<file path="config.mk">
export PLATFORM = sky130hd
export DESIGN_NAME = uifl_core
export DESIGN_NICKNAME = d
export VERILOG_FILES = /design/src/hdl/uifl_pkg.sv /design/src/hdl/uifl_trig_sel.sv /design/src/hdl/uifl_rx_timeout.sv /design/src/hdl/uifl_core.sv
export SDC_FILE = /design/constraint.sdc
export NUM_CORES = 1
export LEC_CHECK = 0
export BUFFER_PORTS_ARGS = -buffer_cell sky130_fd_sc_hd__buf_2
export CAP_MARGIN = 20
export CORE_MARGIN = 4
export CORE_UTILIZATION = 49
export DETAILED_ROUTE_END_ITERATION = 6
export PLACE_DENSITY = 0.77
export SETUP_SLACK_MARGIN = 0.5
export SYNTH_ARGS = -nofsm -noshare
export SYNTH_HDL_FRONTEND = slang
export SYNTH_SLANG_ARGS = --single-unit
</file>
<file path="constraint.sdc">
create_clock -name sys_clk -period 2.88 [get_ports sys_clk]
set_clock_uncertainty 0.15 [all_clocks]
set_input_delay 0.576 -clock sys_clk [delete_from_list [all_inputs] [get_ports sys_clk]]
set_output_delay 0.576 -clock sys_clk [all_outputs]
set_load 0.02 [all_outputs]
</file>
<file path="src/hdl/uifl_pkg.sv">
package uifl_pkg;

    // register map, byte offsets on the local port
    localparam int          AW      = 3;
    localparam logic [2:0]  A_DATA  = 3'h0;
    localparam logic [2:0]  A_IER   = 3'h1;
    localparam logic [2:0]  A_ISR   = 3'h2;
    localparam logic [2:0]  A_LCR   = 3'h3;
    localparam logic [2:0]  A_EFR   = 3'h4;
    localparam logic [2:0]  A_LSR   = 3'h5;
    localparam logic [2:0]  A_MSR   = 3'h6;

    // reset values
    localparam logic [7:0]  IER_RST = 8'h00;
    localparam logic [7:0]  LCR_RST = 8'h00;
    localparam logic [7:0]  EFR_RST = 8'h00;
    localparam logic [1:0]  TRG_RST = 2'h0;
    localparam logic [7:0]  RD_ZERO = 8'h00;

    // interrupt mask fields
    localparam int IER_RX    = 0;
    localparam int IER_TX    = 1;
    localparam int IER_RLS   = 2;
    localparam int IER_MS    = 3;
    localparam int IER_SLEEP = 4;
    localparam int IER_XOFF  = 5;
    localparam int IER_RTS   = 6;
    localparam int IER_CTS   = 7;

    // fifo setup fields
    localparam int FCR_EN    = 0;
    localparam int FCR_RXRST = 1;
    localparam int FCR_TXRST = 2;
    localparam int FCR_TXT   = 4;
    localparam int FCR_RXT   = 6;

    // character format fields
    localparam int LCR_WL    = 0;
    localparam int LCR_STB   = 2;
    localparam int LCR_PEN   = 3;
    localparam int LCR_EPS   = 4;
    localparam int LCR_STK   = 5;
    localparam int LCR_BRK   = 6;
    localparam int LCR_DLAB  = 7;

    // enhanced feature fields
    localparam int EFR_ENH   = 4;
    localparam int EFR_ARTS  = 6;
    localparam int EFR_ACTS  = 7;

    // status codes, bits 5..0
    localparam logic [5:0] C_LS    = 6'h06;
    localparam logic [5:0] C_RXTO  = 6'h0c;
    localparam logic [5:0] C_RECEIVE_DATA_READY_IRQ = 6'h04;
    localparam logic [5:0] C_TRANSMIT_READY_IRQ = 6'h02;
    localparam logic [5:0] C_MS    = 6'h00;
    localparam logic [5:0] C_XS    = 6'h10;
    localparam logic [5:0] C_FLOW  = 6'h20;
    localparam logic [5:0] C_NONE  = 6'h01;

    // trigger levels for codes 00..11
    localparam logic [4:0] TRIG_L0 = 5'h01;
    localparam logic [4:0] TRIG_L1 = 5'h04;
    localparam logic [4:0] TRIG_L2 = 5'h08;
    localparam logic [4:0] TRIG_L3 = 5'h0e;

    // character timing, in bit times; TO_CHARS counts characters
    localparam logic [3:0] WL_BASE       = 4'h5;
    localparam logic [3:0] START_BITS    = 4'h1;
    localparam logic [3:0] STOP_ONE      = 4'h1;
    localparam logic [3:0] STOP_LONG     = 4'h2;
    localparam logic [5:0] TO_CHARS      = 6'h04;
    localparam logic [5:0] TO_EXTRA_BITS = 6'h0c;

    // sticky flag indices
    localparam int F_LS   = 0;
    localparam int F_TO   = 1;
    localparam int F_TX   = 2;
    localparam int F_MS   = 3;
    localparam int F_XOFF = 4;
    localparam int F_SPEC = 5;
    localparam int F_CTS  = 6;
    localparam int F_RTS  = 7;
    localparam int F_WAKE = 8;
    localparam int NFLAG  = 9;

    typedef enum logic [3:0] {
        SRC_NONE  = 4'b0000,
        SRC_LS    = 4'b0001,
        SRC_RXTO  = 4'b0010,
        SRC_RECEIVE_DATA_READY_IRQ = 4'b0011,
        SRC_TRANSMIT_READY_IRQ = 4'b0100,
        SRC_MS    = 4'b0101,
        SRC_XS    = 4'b0110,
        SRC_FLOW  = 4'b0111,
        SRC_WAKE  = 4'b1000
    } uifl_src_e;

endpackage

</file>
<file path="src/hdl/uifl_trig_sel.sv">
`timescale 1ns/1ps
module uifl_trig_sel (
    // selection
    input  wire logic [1:0] code,
    // decoded level
    output logic      [4:0] level
);
    import uifl_pkg::*;

    assign level = (code == 2'h0) ? TRIG_L0 :
                   (code == 2'h1) ? TRIG_L1 :
                   (code == 2'h2) ? TRIG_L2 : TRIG_L3;

endmodule // uifl_trig_sel

</file>
<file path="src/hdl/uifl_rx_timeout.sv">
`timescale 1ns/1ps
module uifl_rx_timeout (
    // clock and reset
    input  wire logic       sys_clk,
    input  wire logic       resetn,
    // timing
    input  wire logic       bit_tick,
    input  wire logic       restart,
    input  wire logic       armed,
    input  wire logic [5:0] limit,
    // result
    output logic            fire
);
    import uifl_pkg::*;

    logic [5:0] cnt_r;
    logic       done_r;
    logic       fire_r;

    wire        idle     = restart | ~armed;
    wire  [5:0] cnt_inc  = cnt_r + 6'h01;
    // fires once per idle spell; a new character or a read rearms it
    wire        hit      = bit_tick & ~idle & ~done_r & (cnt_inc == limit);
    wire  [5:0] cnt_nxt  = idle ? 6'h00 : ((bit_tick & ~done_r) ? cnt_inc : cnt_r);
    wire        done_nxt = idle ? 1'b0 : (done_r | hit);

    always_ff @(posedge sys_clk or negedge resetn) begin
        if (!resetn) begin
            cnt_r  <= 6'h00;
            done_r <= 1'b0;
            fire_r <= 1'b0;
        end else begin
            cnt_r  <= cnt_nxt;
            done_r <= done_nxt;
            fire_r <= hit;
        end
    end

    assign fire = fire_r;

endmodule // uifl_rx_timeout

</file>
<file path="src/hdl/uifl_core.sv">
`timescale 1ns/1ps
// Notes on behaviour
// - line status interrupt on new error bits 1-4; cleared by line status read
// - receive timeout after four characters plus twelve bits; cleared by data read
// - receive ready interrupt while fifo level at or above trigger; any data with fifos disabled
// - transmit ready on falling below trigger or empty; cleared by status read or data write
// - modem interrupt on any delta bit 0-3; cleared by modem register read
// - xoff interrupt on xoff match; cleared by status read or xon receipt
// - special character interrupt; cleared by status read or next received character
// - cts/rts deassert interrupts under auto flow; cleared by modem register read
// - wake-up interrupt on sleep exit, code 000001, cleared by status read
// - codes: line status 000110, timeout 001100, receive ready 000100
// - codes: tx 000010, modem 000000, xoff 010000, flow 100000, none 000001
// - status bit 0 low while pending, high when idle or wake-up only
// - status bit 4 reports character match only with enhanced bit 4 set
// - status bit 5 reports cts/rts deassert only with enhanced bit 4 set
// - status bits 7:6 read 11 with fifos enabled, 00 otherwise
// - fifo enable defaults 0; other setup bits written only with bit 0 set
// - fifo reset bits pulse pointer reset once, then read back as zero
// - transmit trigger 1/4/8/14, writable only with enhanced bit 4 set
// - receive trigger 1/4/8/14 for codes 00..11
// - word length 5 to 8 from format bits 1:0
// - stop bit select: one, or 1.5 for 5-bit words, else two
// - parity enable, odd/even, forced mark/space
// - each classic source gated by its mask bit; timeout shares the receive mask bit
// - status read shows only the top pending source; others stay queued
module uifl_core (
    // clock and reset
    input  wire logic                   sys_clk,
    input  wire logic                   resetn,
    // register port
    input  wire logic [uifl_pkg::AW-1:0] addr,
    input  wire logic [7:0]             wdata,
    input  wire logic                   wr_stb,
    input  wire logic                   rd_stb,
    output logic      [7:0]             rdata,
    // receive side status
    input  wire logic [4:0]             rx_level,
    input  wire logic                   rx_char,
    input  wire logic                   bit_tick,
    input  wire logic [3:0]             lsr_err,
    // transmit side status
    input  wire logic [4:0]             tx_level,
    // modem and flow events
    input  wire logic [3:0]             msr_delta,
    input  wire logic                   xoff_det,
    input  wire logic                   xon_det,
    input  wire logic                   special_det,
    input  wire logic                   cts_deassert,
    input  wire logic                   rts_deassert,
    input  wire logic                   wake_evt,
    // interrupt and fifo control
    output logic                        irq_active,
    output logic                        fifo_en,
    output logic                        rx_fifo_rst,
    output logic                        tx_fifo_rst,
    output logic      [4:0]             rx_trig,
    output logic      [4:0]             tx_trig,
    // character format
    output logic      [3:0]             word_len,
    output logic                        stop_two,
    output logic                        stop_half,
    output logic                        parity_en,
    output logic                        parity_even,
    output logic                        parity_forced,
    output logic                        parity_force_val,
    output logic                        break_en,
    output logic                        divisor_sel,
    // enhanced features
    output logic                        enh_en,
    output logic                        auto_rts_en,
    output logic                        auto_cts_en,
    output logic                        sleep_en
);
    import uifl_pkg::*;

    logic [7:0]       ier_r;
    logic [7:0]       lcr_r;
    logic [7:0]       efr_r;
    logic             fifo_en_r;
    logic [1:0]       rxt_r;
    logic [1:0]       txt_r;
    logic             rxrst_r;
    logic             txrst_r;
    logic [NFLAG-1:0] flag_r;
    logic [NFLAG-1:0] flag_nxt;
    logic             err_q;
    logic             delta_q;
    logic [4:0]       tx_level_q;
    logic [7:0]       rdata_r;
    logic             to_fire;
    logic [5:0]       to_limit;
    uifl_src_e        src;
    logic [5:0]       isr_code;

    // address decode; the divisor latch bit hides the data and mask slots
    wire dlab   = lcr_r[LCR_DLAB];
    wire enh    = efr_r[EFR_ENH];
    wire wr_thr = wr_stb && (addr == A_DATA) && !dlab;
    wire rd_rhr = rd_stb && (addr == A_DATA) && !dlab;
    wire wr_ier = wr_stb && (addr == A_IER) && !dlab;
    wire rd_isr = rd_stb && (addr == A_ISR);
    wire wr_fcr = wr_stb && (addr == A_ISR);
    wire wr_lcr = wr_stb && (addr == A_LCR);
    wire wr_efr = wr_stb && (addr == A_EFR);
    wire rd_lsr = rd_stb && (addr == A_LSR);
    wire rd_msr = rd_stb && (addr == A_MSR);

    // fifo setup
    wire       fcr_upd    = wr_fcr & wdata[FCR_EN];
    wire       fifo_en_nx = wr_fcr ? wdata[FCR_EN] : fifo_en_r;
    wire [1:0] rxt_nxt    = fcr_upd ? wdata[FCR_RXT+1:FCR_RXT] : rxt_r;
    wire [1:0] txt_nxt    = (fcr_upd & enh) ? wdata[FCR_TXT+1:FCR_TXT] : txt_r;
    wire       rxrst_nxt  = fcr_upd & wdata[FCR_RXRST];
    wire       txrst_nxt  = fcr_upd & wdata[FCR_TXRST];

    // upper mask bits need the enhanced gate
    wire [7:0] ier_nxt = wr_ier ? {(enh ? wdata[7:4] : ier_r[7:4]), wdata[3:0]} : ier_r;
    wire [7:0] lcr_nxt = wr_lcr ? wdata : lcr_r;
    wire [7:0] efr_nxt = wr_efr ? wdata : efr_r;

    always_ff @(posedge sys_clk or negedge resetn) begin
        if (!resetn) begin
            ier_r     <= IER_RST;
            lcr_r     <= LCR_RST;
            efr_r     <= EFR_RST;
            fifo_en_r <= 1'b0;
            rxt_r     <= TRG_RST;
            txt_r     <= TRG_RST;
            rxrst_r   <= 1'b0;
            txrst_r   <= 1'b0;
        end else begin
            ier_r     <= ier_nxt;
            lcr_r     <= lcr_nxt;
            efr_r     <= efr_nxt;
            fifo_en_r <= fifo_en_nx;
            rxt_r     <= rxt_nxt;
            txt_r     <= txt_nxt;
            rxrst_r   <= rxrst_nxt;
            txrst_r   <= txrst_nxt;
        end
    end

    uifl_trig_sel u_rx_trig (
        .code  (rxt_r),
        .level (rx_trig)
    );

    uifl_trig_sel u_tx_trig (
        .code  (txt_r),
        .level (tx_trig)
    );

    // character format decode
    assign word_len         = WL_BASE + {2'b00, lcr_r[LCR_WL+1:LCR_WL]};
    assign stop_half        = lcr_r[LCR_STB] & (lcr_r[LCR_WL+1:LCR_WL] == 2'h0);
    assign stop_two         = lcr_r[LCR_STB] & ~stop_half;
    assign parity_en        = lcr_r[LCR_PEN];
    assign parity_forced    = lcr_r[LCR_PEN] & lcr_r[LCR_STK];
    assign parity_even      = lcr_r[LCR_PEN] & ~lcr_r[LCR_STK] & lcr_r[LCR_EPS];
    assign parity_force_val = ~lcr_r[LCR_EPS];
    assign break_en         = lcr_r[LCR_BRK];
    assign divisor_sel      = dlab;

    // timeout span; a 1.5 stop bit rounds up to two so the span never runs short
    wire [3:0] stop_bits = lcr_r[LCR_STB] ? STOP_LONG : STOP_ONE;
    wire [3:0] char_bits = START_BITS + word_len + {3'b000, lcr_r[LCR_PEN]} + stop_bits;
    assign to_limit = 6'({2'b00, char_bits} * TO_CHARS) + TO_EXTRA_BITS;

    uifl_rx_timeout u_rx_to (
        .sys_clk  (sys_clk),
        .resetn   (resetn),
        .bit_tick (bit_tick),
        .restart  (rx_char | rd_rhr),
        .armed    (fifo_en_r & (rx_level != 5'h00)),
        .limit    (to_limit),
        .fire     (to_fire)
    );

    // source events
    wire err_any    = |lsr_err;
    wire delta_any  = |msr_delta;
    wire err_rise   = err_any & ~err_q;
    wire delta_rise = delta_any & ~delta_q;
    wire tx_empty   = (tx_level == 5'h00);
    wire tx_empty_q = (tx_level_q == 5'h00);
    wire tx_drop    = fifo_en_r & (tx_level < tx_trig) & (tx_level_q >= tx_trig);
    wire tx_arm     = wr_ier & wdata[IER_TX] & ~ier_r[IER_TX] & tx_empty;
    wire tx_set     = (tx_empty & ~tx_empty_q) | tx_drop | tx_arm;
    wire rx_ready   = fifo_en_r ? (rx_level >= rx_trig) : (rx_level != 5'h00);

    // gated pending sources, highest first
    wire p_ls = flag_r[F_LS] & ier_r[IER_RLS];
    wire p_to = flag_r[F_TO] & ier_r[IER_RX];
    wire p_rx = rx_ready & ier_r[IER_RX];
    wire p_tx = flag_r[F_TX] & ier_r[IER_TX];
    wire p_ms = flag_r[F_MS] & ier_r[IER_MS];
    wire p_xs = enh & ier_r[IER_XOFF] & (flag_r[F_XOFF] | flag_r[F_SPEC]);
    wire p_fl = enh & ((flag_r[F_CTS] & ier_r[IER_CTS]) |
                       (flag_r[F_RTS] & ier_r[IER_RTS]));

    assign src = p_ls ? SRC_LS :
                 p_to ? SRC_RXTO :
                 p_rx ? SRC_RECEIVE_DATA_READY_IRQ :
                 p_tx ? SRC_TRANSMIT_READY_IRQ :
                 p_ms ? SRC_MS :
                 p_xs ? SRC_XS :
                 p_fl ? SRC_FLOW :
                 flag_r[F_WAKE] ? SRC_WAKE : SRC_NONE;

    always_comb begin
        unique case (src)
            SRC_LS:    isr_code = C_LS;
            SRC_RXTO:  isr_code = C_RXTO;
            SRC_RECEIVE_DATA_READY_IRQ: isr_code = C_RECEIVE_DATA_READY_IRQ;
            SRC_TRANSMIT_READY_IRQ: isr_code = C_TRANSMIT_READY_IRQ;
            SRC_MS:    isr_code = C_MS;
            SRC_XS:    isr_code = C_XS;
            SRC_FLOW:  isr_code = C_FLOW;
            SRC_WAKE:  isr_code = C_NONE;
            SRC_NONE:  isr_code = C_NONE;
            default:   isr_code = C_NONE;
        endcase
    end

    wire [7:0] isr_byte = {{2{fifo_en_r}}, isr_code};

    // a status read only acknowledges the source it actually returned
    wire ack_tx   = rd_isr && (src == SRC_TRANSMIT_READY_IRQ);
    wire ack_xs   = rd_isr && (src == SRC_XS);
    wire ack_wake = rd_isr && (src == SRC_WAKE);

    // set wins over clear; clears act on the edge that ends the read
    always_comb begin
        flag_nxt         = flag_r;
        flag_nxt[F_LS]   = err_rise | (flag_r[F_LS] & ~rd_lsr);
        flag_nxt[F_TO]   = to_fire | (flag_r[F_TO] & ~rd_rhr);
        flag_nxt[F_TX]   = tx_set | (flag_r[F_TX] & ~(wr_thr | ack_tx));
        flag_nxt[F_MS]   = delta_rise | (flag_r[F_MS] & ~rd_msr);
        flag_nxt[F_XOFF] = xoff_det | (flag_r[F_XOFF] & ~(ack_xs | xon_det));
        flag_nxt[F_SPEC] = special_det | (flag_r[F_SPEC] & ~(ack_xs | rx_char));
        flag_nxt[F_CTS]  = (cts_deassert & efr_r[EFR_ACTS]) |
                           (flag_r[F_CTS] & ~rd_msr);
        flag_nxt[F_RTS]  = (rts_deassert & efr_r[EFR_ARTS]) |
                           (flag_r[F_RTS] & ~rd_msr);
        flag_nxt[F_WAKE] = wake_evt | (flag_r[F_WAKE] & ~ack_wake);
    end

    // read mux; unmapped and foreign slots read as zero
    wire [7:0] rd_mux = ((addr == A_IER) && !dlab) ? ier_r :
                        (addr == A_ISR) ? isr_byte :
                        (addr == A_LCR) ? lcr_r :
                        (addr == A_EFR) ? efr_r : RD_ZERO;
    wire [7:0] rdata_nxt = rd_stb ? rd_mux : RD_ZERO;

    always_ff @(posedge sys_clk or negedge resetn) begin
        if (!resetn) begin
            flag_r     <= '0;
            err_q      <= 1'b0;
            delta_q    <= 1'b0;
            tx_level_q <= 5'h00;
            rdata_r    <= RD_ZERO;
        end else begin
            flag_r     <= flag_nxt;
            err_q      <= err_any;
            delta_q    <= delta_any;
            tx_level_q <= tx_level;
            rdata_r    <= rdata_nxt;
        end
    end

    assign rdata       = rdata_r;
    assign irq_active  = ~isr_code[0];
    assign fifo_en     = fifo_en_r;
    assign rx_fifo_rst = rxrst_r;
    assign tx_fifo_rst = txrst_r;
    assign enh_en      = enh;
    assign auto_rts_en = efr_r[EFR_ARTS];
    assign auto_cts_en = efr_r[EFR_ACTS];
    assign sleep_en    = ier_r[IER_SLEEP];
endmodule // uifl_core

</file>
======== Word level (Yosys, flattened, before mapping) ========
Memory sizes are Yosys's and may differ from the RTL's.
Index checks and enable logic that the tools add are counted.
storage, ports and cells
  bits in registers ....................... 63
  bits in latches ......................... 0
  memory bits (writable) .................. 0
  memory bits (read-only) ................. 96
  input bits .............................. 41
  word-level logic and storage cells ...... 173
  memories ................................ 1
operators by class
  add/subtract/negate cells ............... 6
  multiply operators ...................... 0
  divide/modulo/power cells ............... 0
  $lt $le $gt $ge ......................... 3
  equality and inequality tests ........... 14
  shift-type cells ........................ 0
  mux-type cells .......................... 24
  bitwise logic cells ..................... 80
  reduce and logical (&&, ||, !) cells .... 28
memories
  name              words  bits a word  read ports  clocked after Yosys merged registers in  write ports  RTL line          RTL
  (name not given)  16     6            1           0                                        0            uifl_core.sv:212  unique case (src)
operators with widths
  kind                                                             count
  1-bit AND                                                        43
  8-bit 2-to-1 mux                                                 5
  4-bit 2-to-1 mux                                                 8
  5-bit 2-to-1 mux                                                 4
  1-bit bitwise OR                                                 19
  1-bit inverter                                                   18
  1-bit logical AND                                                16
  6-bit 2-to-1 mux                                                 2
  5-bit >= comparator                                              2
  5-bit logical NOT                                                2
  3-bit == test, second input constant                             3
  4-bit by 3-bit == test with 1-bit output, second input constant  2
  4-bit OR reduction                                               2
  6-bit by 1-bit adder with 6-bit output, second input constant    1
  6-bit by 4-bit adder with 6-bit output, second input constant    1
  3-bit by 2-bit == test with 1-bit output, second input constant  2
  6-bit == test                                                    1
  2-bit logical NOT                                                3
  3-bit 2-to-1 mux                                                 2
  5-bit < comparator                                               1
  5-bit nonzero test                                               1
  1-bit by 4-bit adder with 4-bit output, first input constant     1
  3-bit by 2-bit adder with 4-bit output, first input constant     1
  4-bit by 1-bit adder with 4-bit output                           1
  other kinds (11)                                                 14

======== Longest topological paths before layout ========
Gate-level depths: netlist (run 1).
  depth after elaboration ................. 16
  gate-level depth with buffers ........... 11

======== By module ========
Synthesis (run 1) repeated with hierarchy kept, for this count alone.
unflattened totals
  cell total of the unflattened synthesis .. 373
  area total of the unflattened synthesis .. 3742.3 µm²
by module, submodules not included
  module           instances  cells an instance  area each (µm²)  sequential area each (µm²)
  uifl_core        1          307                3166.8           1376.3
  uifl_rx_timeout  1          54                 518.0            200.2
  uifl_trig_sel    2          6                  28.8             0.0

======== Least setup slack after synthesis (run 1) ========
Ideal clock, no wire load.
  kind .................................... flip-flop to flip-flop
  from .................................... reg lcr_r[0]
  to ...................................... reg u_rx_to.done_r
  library setup time ...................... 0.082 ns
  data arrival time ....................... 2.859 ns
  data required time ...................... 2.648 ns
  slack ................................... -0.212 ns
  cell stages (with the launch flop) ...... 11
  cell sequence ........................... dfrtp_1 > inv_1 > fa_1 > inv_1 > fa_1 > inv_1 > ha_1 > xnor2_1 > xnor2_1 > or4_1 > o22ai_1
on the way
  longest elaborated chain between the ends .. 9
RTL lines
  element                                 RTL line               RTL
  start: declaration                      uifl_core.sv:78        logic [7:0] lcr_r;
  start signal: assignment                uifl_core.sv:134       lcr_r <= lcr_nxt;
  3-bit by 2-bit adder with 4-bit output  uifl_core.sv:155       assign word_len = WL_BASE + {2'b00, lcr_r[LCR_WL+1:LCR_WL]};
  net word_len[0]                         uifl_core.sv:60        output logic [3:0] word_len,
  1-bit by 4-bit adder with 4-bit output  uifl_core.sv:167       wire [3:0] char_bits = START_BITS + word_len + {3'b000, lcr_r[LCR_PEN]} + stop_bits;
  4-bit by 1-bit adder with 4-bit output  uifl_core.sv:167
  4-bit by 2-bit adder with 4-bit output  uifl_core.sv:167
  6-bit by 4-bit adder with 6-bit output  uifl_core.sv:168       assign to_limit = 6'({2'b00, char_bits} * TO_CHARS) + TO_EXTRA_BITS;
  6-bit == test                           uifl_rx_timeout.sv:23  wire hit = bit_tick & ~idle & ~done_r & (cnt_inc == limit);
  1-bit AND                               uifl_rx_timeout.sv:23
  1-bit bitwise OR                        uifl_rx_timeout.sv:25  wire done_nxt = idle ? 1'b0 : (done_r | hit);
  1-bit 2-to-1 mux                        uifl_rx_timeout.sv:25
  net u_rx_to.done_nxt                    uifl_rx_timeout.sv:25
  end signal: assignment                  uifl_rx_timeout.sv:34  done_r <= done_nxt;
  end: declaration                        uifl_rx_timeout.sv:17  logic done_r;
The timed path passes the listed nets, and every way through them passes these cells.
A chain may end at the register's enable or synchronous reset.

======== Final worst setup path (run 1) ========
  from .................................... reg lcr_r[2]
  to ...................................... reg u_rx_to.done_r
on the way
  longest elaborated chain between the ends .. 7
RTL lines
  element                                 RTL line               RTL
  2-bit 2-to-1 mux                        uifl_core.sv:166       wire [3:0] stop_bits = lcr_r[LCR_STB] ? STOP_LONG : STOP_ONE;
  4-bit by 2-bit adder with 4-bit output  uifl_core.sv:167
  6-bit by 4-bit adder with 6-bit output  uifl_core.sv:168
  6-bit == test                           uifl_rx_timeout.sv:23
  1-bit AND                               uifl_rx_timeout.sv:23
  1-bit bitwise OR                        uifl_rx_timeout.sv:25
  1-bit 2-to-1 mux                        uifl_rx_timeout.sv:25
  net u_rx_to.done_nxt                    uifl_rx_timeout.sv:25
The timed path passes the listed nets, and every way through them passes these cells.

==> results of run 1 <==
[kinds of logic (layout without fill, tap and decap cells)]
| kind of cell | after synthesis | count (layout) | share of synthesized area |
|---|---|---|---|
| buf+inv | 42 | 148 | 0.0488 |
| compound gates | 72 | 72 | 0.147 |
| other cells | 1 | 2 | 0.00107 |
| simple gates | 91 | 91 | 0.141 |
| flops | 62 | 62 | 0.441 |
| mux | 29 | 29 | 0.0926 |
| fa+ha+maj | 23 | 23 | 0.0862 |
| xor+xnor | 17 | 17 | 0.0424 |
[cells in the mapped netlist (all sizes together) (4+ instances only)]
cell	instances	area (sq um)
a211oi	4	45.1
a21o	5	37.5
a21oi	14	70.1
a22o	6	52.6
a31oi	4	25.0
and2	6	37.5
buf	7	40.0
clkbuf	8	30.0
dfrtp	62	1550
ha	21	263
inv	27	101
mux2	28	315
nand2	19	71.3
nand2b	5	31.3
nand3	12	60.1
nor2	19	71.3
nor2b	5	33.8
o21ai	18	93.8
or4	6	48.8
xnor2	13	114
xor2	4	35.0
[final timing paths]
path                            slack, ns          endpoint         start
worst max-delay path                -0.04    u_rx_to.done_r      lcr_r[2]
worst max register to register      -0.04    u_rx_to.done_r      lcr_r[2]
min in group sys_clk                 0.20     tx_level_q[4]   tx_level[4]
max in group asynchronous            1.85         flag_r[0]        resetn
worst min-delay path                 0.10  u_rx_to.cnt_r[5]        resetn
worst min register to register       0.30         flag_r[1]  u_rx_to.fire
[layout make-up]
cell class                 count  area (sq um)  share of cell area
clock buffer                   9           124              0.0277
clock inverter                 7          51.3              0.0115
inverter                      27           101              0.0227
multi-input combinational    234          1900               0.425
sequential                    62          1550               0.347
tap                           96           120              0.0269
timing repair buffer         105           623               0.139
[metal layers]
metal	routed length (um)	up-vias	part of all wire
li1	-	1395	-
met1	3870	1442	0.42
met2	4350	135	0.48
met3	685	26	0.075
met4	240	0	0.026
met5	0	-	0
[state kept, by name, summed over array words and instances (netlist names)]
register	count
u_rx_to.done_r	1
rx_fifo_rst	1
err_q	1
fifo_en	1
flag_r	8
txt_r	2
lcr_r	8
u_rx_to.fire	1
rxt_r	2
rdata	8
u_rx_to.cnt_r	6
tx_level_q	5
ier_r	8
efr_r	8
tx_fifo_rst	1
delta_q	1
[power breakdown]
part           leakage [uW]  switching [uW]  internal (uW)  total (uW)
combinational       0.00127             744            748        1490
clock             0.0000852             360            312         672
sequential         0.000769             137            999        1140
total               0.00212            1240           2060        3300
[repair_timing]
action	4_1_cts	5_1_grt
endpoints found under the setup margin	3	4
pin swaps	10	14
buffers inserted	5	7
gates resized for setup	14	8
[per-stage QoR]
| step | hold slack, ns | setup slack [ns] | cells | cell area, sq um |
|---|---|---|---|---|
| 3_5_place_dp | 0.278 | -0.160 | 512 | 4090 |
| 2_1_floorplan | 0.130 | -0.0450 | 338 | 3520 |
| 3_3_place_gp | 0.272 | -0.0477 | 512 | 4090 |
| 4_1_cts | 0.120 | -0.0421 | 533 | 4380 |
| 5_1_grt | 0.147 | -0.129 | 540 | 4470 |
| 6_report | 0.103 | -0.0391 | 540 | 4470 |
==> impl_results.md, run 1 <==
- GRT met2 Usage: 0.369
- Most used cell, CP: inv_2
- Worst Hold Class: input pin to async pin
- Critical-path cell list: inv_2 -> fa_1 -> inv_2 -> fa_1 -> inv_2 -> ha_4 -> xnor2_4 -> xnor2_1 -> or4_4 -> o22ai_2
- Synth async-reset ratio: 1.00
- Total Routed Length: 9150 um
- Worst slew pin tran: 0.653 ns
- First-pass GRT wire length: 15000 um
- Slowest-stage cell, CP: fa_1
- Half-perimeter wire length after placement: 6820 um
- Vias in the first global route: 3040
- Register area share after synthesis: 0.441
- Slew HR: 0.565
- Final period demand of the worst path: 2.92 ns
- Largest stage delay, worst path: 0.56 ns
- Syn Inst Count: 337
- Nets: 503
- Core area: 6870 sq um
- Worst setup path category: flip-flop to flip-flop
- Gpl congestion: 0.929
- Die Area: 8590 sq um
- Commonest non-fill, non-tap cell in the layout: buf_2
- Primary FF master, synth: dfrtp_1
- Die X: 92.7 um
- Post-synthesis cell type count: 58
- Input/output buffers: 75
- Worst path top cell family by delay: adder cells
- Crit. End Element: flip-flop
- Area Growth Syn to Fin: 27.2%
- Vias per cell: 5.55
- Final ANT Viol Nets: 0
- Clock Pin Slew Worst Setup and Hold Paths: 0.07 ns
- N_diodes: 0
- GRT Total Usage: 0.225
- Synthesis-stage register bit count: 62
- Initial core utilization: 0.512
- Post-synth EDFFs: 0
- Crit path max fanout: 3
- Yosys warning total: 0
- Most frequent cells in the layout: buf_2, dfrtp_1, mux2_2, buf_4, inv_1
- Static Leak: 0.00212 uW
- Iter 0 DRT Violations: 216
- CTS tree: built
- CP Data Arrival Time: 3.03 ns
- Worst R2R Path Depth: 10
- Fmax: 343 MHz
- PwrDens: 738 nW/um^2
- Status: finished with violations
- DRC: 0
- Design Power: 3300 uW
- Worst path depth: 10
- Worst-Skew Late Latency: 0.35 ns
- Critical path startpoint category: flip-flop
- Global Route met3 Usage: 0.0463
- H-tree Lvls: 3
- Critical Path RT: 2.99 ns
- Post-CTS Hold Buffers: 0
- Initial antenna violation count: 0
- CTS Sinks: 62
- Layer with the highest usage: met2
- Vert. Die Dim: 92.7 um
- Via Count: 2998
- Failing checks: setup timing
- RSZ-0062 raised after global routing: yes
- FILL cells: 548
- # setup viols final: 2
- Crit path buf inv count: 3
- Core Rows: 30
- Max Buffers Root-to-Sink: 2
- Setup slack after layout: -0.0391 ns
- Grt ovf: 0
- Num CTS Buffers: 9
- Met1 GRT Util: 0.294
- Largest net degree at the start of global routing: 37
- Drt pass-1 iters: 5
- Final period utilization: 1.01
- Final Max Slew Viols: 0
- Layout cells sized above 1: 0.396
- Drt wl/cell: 16.9 um
- Boundary Pins: 79
- Post-layout util: 0.651
- Post-synthesis instance area: 3510 sq um
- Avg Inst Size Synth: 10.4 sq um
- Clock Tree Root: clkbuf_8
- Worst IR Drop VDD: 0.427 mV
- Final Hold Vio Count: 0
- Maxcap violations: 0
- Post-route setup TNS: -0.0672 ns
Note: power is estimated with default switching activity, not from simulation.
==> run 2, diff against run 1 <==
--- a/config.mk
+++ b/config.mk
@@ -11,4 +11,5 @@
 export CORE_UTILIZATION = 49
 export DETAILED_ROUTE_END_ITERATION = 6
+export GPL_TIMING_DRIVEN = 1
 export PLACE_DENSITY = 0.77
 export SETUP_SLACK_MARGIN = 0.5
==> constraint.sdc (replaced) <==
create_clock -name sys_clk -period 2.88 [get_ports sys_clk]
set_clock_uncertainty 0.15 [all_clocks]
set_input_delay 0.288 -clock sys_clk [delete_from_list [all_inputs] [get_ports sys_clk]]
set_output_delay 0.288 -clock sys_clk [all_outputs]
set_load 0.02 [all_outputs]
==> run 2 against run 1 <==
Compared with the run above: the flow still finishes with violations (setup timing); clock-buffer cell count grew 3; worst hold slack lost 0.089 ns; sequential share of layout area grew 0.31 points; non-clock buffer count shrank 1; first-iteration DRC count grew 45%; total power shrank 1.7%; flip-flop and latch count is the same; setup slack lost 0.078 ns; cell count shrank 0.19%; global-route usage grew 0.13 points; highest routed layer unchanged; register-to-register slack lost 0.08 ns; final area shrank 0.81%.
==> impl_results.md, run 2 (synthesized netlist as in run 1, its figures left out) <==
- Status: finished with violations (unchanged)
- Failing checks: setup timing (unchanged)
- Drt wl/cell: 16.9 um (about the same)
- Clock Pin Slew Worst Setup and Hold Paths: 0.07 ns (about the same)
- Vert. Die Dim: 92.7 um (unchanged)
- Vias in the first global route: 3091 (was 3040)
- First-pass GRT wire length: 15100 um (was 15000 um)
- Grt ovf: 0 (unchanged)
- DRC: 0 (unchanged)
- Internal: 2050 uW (was 2060 uW)
- Core area: 6870 sq um (unchanged)
- Net Sw Frac: 0.367 (was 0.376)
- PwrDens: 732 nW/um^2 (was 738 nW/um^2)
- Crit. End Element: flip-flop (unchanged)
- Worst path top cell family by delay: adder cells (unchanged)
- Initial core utilization: 0.512 (unchanged)
- Worst-Skew Late Latency: 0.34 ns (was 0.35 ns)
- Worst IR Drop VDD: 0.367 mV (was 0.427 mV)
- Clock Power Share: 0.207 (was 0.204)
- CP startpoint: lcr_r[0] (was lcr_r[2])
- Half-perimeter wire length after placement: 6760 um (was 6820 um)
- Maxcap violations: 0 (unchanged)
- Gpl congestion: 0.875 (was 0.929)
- FILL cells: 561 (was 548)
- RSZ-0062 raised after global routing: yes (unchanged)
- Worst slack at placement: -0.144 ns (was -0.160 ns)
- Design Power: 3240 uW (was 3300 uW)
- Via Count: 3020 (was 2998)
- Total Routed Length: 9130 um (was 9150 um)
- N_diodes: 0 (unchanged)
- Final Max Slew Viols: 0 (unchanged)
- Net Switching: 1190 uW (was 1240 uW)
- Boundary Pins: 79 (unchanged)
- Fmax: 334 MHz (was 343 MHz)
- Core Rows: 30 (unchanged)
- Vias per cell: 5.60 (was 5.55)
- Nets: 502 (was 503)
- Commonest non-fill, non-tap cell in the layout: buf_2 (unchanged)
- Iter 0 DRT Violations: 313 (was 216)
- Slowest-stage cell, CP: fa_1 (unchanged)
- Final period demand of the worst path: 3.00 ns (was 2.92 ns)
- Largest net degree at the start of global routing: 26 (was 37)
- Layout cells sized above 1: 0.372 (was 0.396)
- Critical-path cell list: inv_2 -> fa_1 -> inv_2 -> fa_1 -> inv_2 -> ha_4 -> xnor2_2 -> xnor2_1 -> xnor2_1 -> or4_1 -> o22ai_1 (was inv_2 -> fa_1 -> inv_2 -> fa_1 -> inv_2 -> ha_4 -> xnor2_4 -> xnor2_1 -> or4_4 -> o22ai_2)
- Worst r2r src: lcr_r[0] (was lcr_r[2])
- Crit path buf inv count: 3 (unchanged)
- CP Data Arrival Time: 3.10 ns (was 3.03 ns)
- Worst slew pin tran: 0.646 ns (was 0.653 ns)
- Crit path max fanout: 3 (unchanged)
- H-tree Lvls: 3 (unchanged)
- Final Hold Vio Count: 0 (unchanged)
- # setup viols final: 2 (unchanged)
- Final ANT Viol Nets: 0 (unchanged)
- Initial antenna violation count: 0 (unchanged)
- Setup slack after layout: -0.117 ns (was -0.0391 ns)
- Die X: 92.7 um (unchanged)
- Most used cell, CP: inv_2 (unchanged)
- Slew HR: 0.565 (about the same)
- Worst Hold Class: input pin to flip-flop (was input pin to async pin)
- Final period utilization: 1.04 (was 1.01)
- Worst setup path category: flip-flop to flip-flop (unchanged)
- Max Buffers Root-to-Sink: 2 (unchanged)
- Drt pass-1 iters: 5 (unchanged)
- Input/output buffers: 75 (unchanged)
- Combinational cell fraction of total power: 0.442 (was 0.452)
- CTS tree: built (unchanged)
- Largest stage delay, worst path: 0.56 ns (about the same)
- Critical path startpoint category: flip-flop (unchanged)
- Clock Tree Root: clkbuf_8 (unchanged)
- GRT Total Usage: 0.226 (was 0.225)
- Worst hold start: msr_delta[0]
- Die Area: 8590 sq um (unchanged)
- CTS Sinks: 62 (unchanged)
- Area Growth Syn to Fin: 26.1% (was 27.2%)
- Num CTS Buffers: 9 (unchanged)
- Most frequent cells in the layout: buf_2, dfrtp_1, mux2_2 (was buf_2, dfrtp_1, mux2_2, buf_4, inv_1)
- Static Leak: 0.00211 uW (was 0.00212 uW)
- Critical Path RT: 2.99 ns (about the same)
- Seq pwr share: 0.352 (was 0.344)
run 2: changes by cell type in the layout (fill, tap and decap cells not counted), moves of 2 or more:
cell           previous run  this run
buf_4                    28        22
clkbuf_1                  0         2
clkinv_4                  3         0
dlygate4sd3_1             0         7
xnor2_2                   0         2
run 2: final cells by class:
type                       count  area (sq um)  share of cell area
inverter                      27           101              0.0229
clock buffer                  12           145              0.0327
sequential                    62          1550               0.350
multi-input combinational    234          1870               0.423
clock inverter                 4          22.5             0.00508
tap                           96           120              0.0271
timing repair buffer         104           617               0.139
run 2: final timing paths:
check,end,slack (ns),depth (start not counted)
worst min register to register,flag_r[1],0.29,1
worst max register to register,u_rx_to.done_r,-0.12,11
min in group asynchronous,tx_fifo_rst,0.31,2
worst min-delay path,delta_q,0.01,2
max in group asynchronous,tx_level_q[0],1.54,3
worst max-delay path,u_rx_to.done_r,-0.12,11
run 2: through the flow:
step	utilization	cells	TNS, ns	hold WS, ns	cell area (sq um)
final	0.645	539	-0.218	0.0148	4430
after global routing	0.645	539	-0.439	0.0112	4430
after CTS	0.636	536	-0.174	0.00367	4370
after detailed placement	0.587	506	-0.264	0.149	4030
after global placement	0.587	506	-0.0498	0.144	4030
after floorplan	-	338	-0.0624	-0.158	3520
run 2: per-layer routing:
layer / track usage / vias up / share of wire
li1: - / 1400 / -
met1: 0.307 / 1459 / 0.42
met2: 0.352 / 139 / 0.48
met3: 0.0447 / 22 / 0.077
met4: 0.100 / 0 / 0.026
met5: 0 / - / 0
run 2: repair_timing:
item	4_1_cts	5_1_grt
pin swaps	4	7
gates cloned	0	0
setup buffers	7	3
gates resized for setup	12	8
hold endpoints to repair	28	0
hold buffers	7	0
endpoints found under the setup margin	3	3
run 2: power groups by stage:
stage / Sequential (uW) / Clock [uW] / Combinational (uW)
4_1_cts: 1130 / 684 / 1290
5_1_grt: 1160 / 727 / 1570
3_3_place_gp: 1140 / 0 / 1120
3_5_place_dp: 1150 / 0 / 1180
2_1_floorplan: 1150 / 0 / 802
6_report: 1140 / 670 / 1430
==> run 3, diff against run 2 <==
Settings changed: RECOVER_POWER set to 100.
==> run 3 against run 2 <==
Compared with the run above: the run still ends with setup timing left; register-to-register slack is essentially flat; sequential share of layout area grew 0.75 points; worst hold slack lost 0.00066 ns; sequential power is essentially flat; maximum frequency is essentially flat; die area is the same; cell count is the same; flip-flop and latch count is the same; utilization shrank 1.3 points; clock power is essentially flat; clock-buffer cell count is the same; largest cell class unchanged; largest power group unchanged.
==> impl_results.md, run 3 (synthesized netlist as in run 1, its figures left out) <==
- Nets: 502 (unchanged)
- Net Sw Frac: 0.370 (was 0.367)
- PwrDens: 737 nW/um^2 (was 732 nW/um^2)
- Worst IR Drop VDD: 0.364 mV (was 0.367 mV)
- Core area: 6870 sq um (unchanged)
- Worst Hold Class: input pin to flip-flop (unchanged)
- Input/output buffers: 75 (unchanged)
- Drt wl/cell: 16.9 um (about the same)
- Initial core utilization: 0.512 (unchanged)
- Crit path buf inv count: 3 (unchanged)
- Gpl congestion: 0.875 (unchanged)
- Clock Power Share: 0.210 (was 0.207)
- Crit. End Element: flip-flop (unchanged)
- Boundary Pins: 79 (unchanged)
- Slew HR: 0.120 (was 0.565)
- Setup slack, reg-to-reg: -0.12 ns (about the same)
- Worst path depth: 11 (unchanged)
- N_diodes: 0 (unchanged)
- DRC: 0 (unchanged)
- Fin Hold WS: 0.0142 ns (was 0.0148 ns)
- # setup viols final: 2 (unchanged)
- Commonest non-fill, non-tap cell in the layout: dfrtp_1 (was buf_2)
- CTS tree: built (unchanged)
- Crit path capture: u_rx_to.done_r (unchanged)
- CP startpoint: lcr_r[0] (unchanged)
- Iter 0 DRT Violations: 209 (was 313)
- Status: finished with violations (unchanged)
- Initial antenna violation count: 0 (unchanged)
- Failing checks: setup timing (unchanged)
- Worst R2R Path Depth: 11 (unchanged)
- Max Buffers Root-to-Sink: 2 (unchanged)
- Net Switching: 1180 uW (was 1190 uW)
- Static Leak: 0.00194 uW (was 0.00211 uW)
- Half-perimeter wire length after placement: 6760 um (unchanged)
- CP Data Arrival Time: 3.11 ns (was 3.10 ns)
- Setup slack after layout: -0.119 ns (was -0.117 ns)
- Design Power: 3200 uW (was 3240 uW)
- Most used cell, CP: inv_2 (unchanged)
- Largest stage delay, worst path: 0.56 ns (about the same)
- GRT Total Usage: 0.226 (unchanged)
- Layout cells sized above 1: 0.257 (was 0.372)
- RSZ-0062 raised after global routing: yes (unchanged)
- Grt ovf: 0 (unchanged)
- Final ANT Viol Nets: 0 (unchanged)
- Worst setup path category: flip-flop to flip-flop (unchanged)
- Critical Path RT: 2.99 ns (about the same)
- Vias per cell: 5.61 (was 5.60)
- Maxcap violations: 0 (unchanged)
- Die X: 92.7 um (unchanged)
- Largest net degree at the start of global routing: 26 (unchanged)
- Worst r2r dst: u_rx_to.done_r (unchanged)
- Final Max Slew Viols: 0 (unchanged)
- Worst path top cell family by delay: adder cells (unchanged)
- Slowest-stage cell, CP: fa_1 (unchanged)
- Post-Place Cells: 506 (unchanged)
- Final period demand of the worst path: 3.00 ns (about the same)
- Clock Tree Root: clkbuf_8 (unchanged)
- Critical path startpoint category: flip-flop (unchanged)
- Vert. Die Dim: 92.7 um (unchanged)
- Worst r2r src: lcr_r[0] (unchanged)
- Core Rows: 30 (unchanged)
- Most frequent cells in the layout: dfrtp_1, clkbuf_1, buf_2 (was buf_2, dfrtp_1, mux2_2)
- Crit path max fanout: 3 (unchanged)
- Seq pwr share: 0.356 (was 0.352)
- Worst hold start: msr_delta[0] (unchanged)
- Worst-Skew Late Latency: 0.35 ns (was 0.34 ns)
- Num CTS Buffers: 9 (unchanged)
- Total Routed Length: 9110 um (was 9130 um)
- Worst slew pin tran: 1.32 ns (was 0.646 ns)
- Clock Pin Slew Worst Setup and Hold Paths: 0.07 ns (about the same)
- Post-route setup TNS: -0.222 ns (was -0.218 ns)
- Vias in the first global route: 3091 (unchanged)
- Area Growth Syn to Fin: 23.5% (was 26.1%)
- Combinational cell fraction of total power: 0.434 (was 0.442)
- Via Count: 3026 (was 3020)
- First-pass GRT wire length: 15100 um (unchanged)
- Fmax: 333 MHz (was 334 MHz)
- Final Non-Filler Cells: 539 (unchanged)
- Final period utilization: 1.04 (about the same)
- Final Hold Vio Count: 0 (unchanged)
- Die Area: 8590 sq um (unchanged)
- Critical-path cell list: inv_2 -> fa_1 -> inv_2 -> fa_1 -> inv_2 -> ha_4 -> xnor2_2 -> xnor2_1 -> xnor2_1 -> or4_1 -> o22ai_1 (unchanged)
- Internal: 2020 uW (was 2050 uW)
- H-tree Lvls: 3 (unchanged)
- CTS Sinks: 62 (unchanged)
- Drt pass-1 iters: 5 (unchanged)
-- run 3: changes by cell type in the layout (fill, tap and decap cells not counted), sizes merged --
cell    before  now
clkbuf      12   57
buf         97   52
-- run 3: through the flow --
step	setup slack, ns	utilization	area (sq um)
floorplan	-0.0450	-	3520
global placement	-0.0422	0.587	4030
detailed placement	-0.144	0.587	4030
CTS	-0.0922	0.636	4370
global route	-0.239	0.632	4340
finish	-0.119	0.632	4340
-- run 3: worst min-delay path by stage --
stage | end | slack [ns] | depth (start not counted)
after CTS | delta_q | 0.004 | 2
final | delta_q | 0.01 | 2
after global routing | delta_q | 0.01 | 2
after floorplan | delta_q | -0.16 | 0
after global placement | tx_fifo_rst | 0.14 | 1
after detailed placement | tx_fifo_rst | 0.15 | 1
-- run 3: what timing repair did --
action | 4_1_cts | 5_1_grt
setup endpoints to repair | 3 | 3
hold buffers | 7 | 0
endpoints found under the hold margin | 28 | 0
buffers inserted | 7 | 3
pin swaps | 4 | 7
resized for setup | 12 | 8
gates cloned | 0 | 0
-- run 3: power by group through the flow --
stage / logic (uW) / clock network [uW] / registers [uW]
6_report: 1390 / 671 / 1140
5_1_grt: 1530 / 727 / 1160
4_1_cts: 1290 / 684 / 1130
3_5_place_dp: 1180 / 0 / 1150
3_3_place_gp: 1120 / 0 / 1140
2_1_floorplan: 802 / 0 / 1150
-- run 3: cell type report --
| cell class | instances | area (sq um) |
|---|---|---|
| fillers | 592 | 2530 |
| clock buffers | 12 | 145 |
| repair buffers | 104 | 552 |
| flip-flops and latches | 62 | 1550 |
| multi-input cells | 234 | 1850 |
| well taps | 96 | 120 |
| inverters | 27 | 101 |
| clock inverters | 4 | 22.5 |
-- run 3: metal layers --
layer  vias up  GRT usage  part of all wire  wire [um]
li1       1393          -                 -          -
met1      1480      0.307              0.42       3830
met2       132      0.352              0.48       4390
met3        21     0.0447             0.074        673
met4         0      0.100             0.023        213
met5         -          0                 0          0
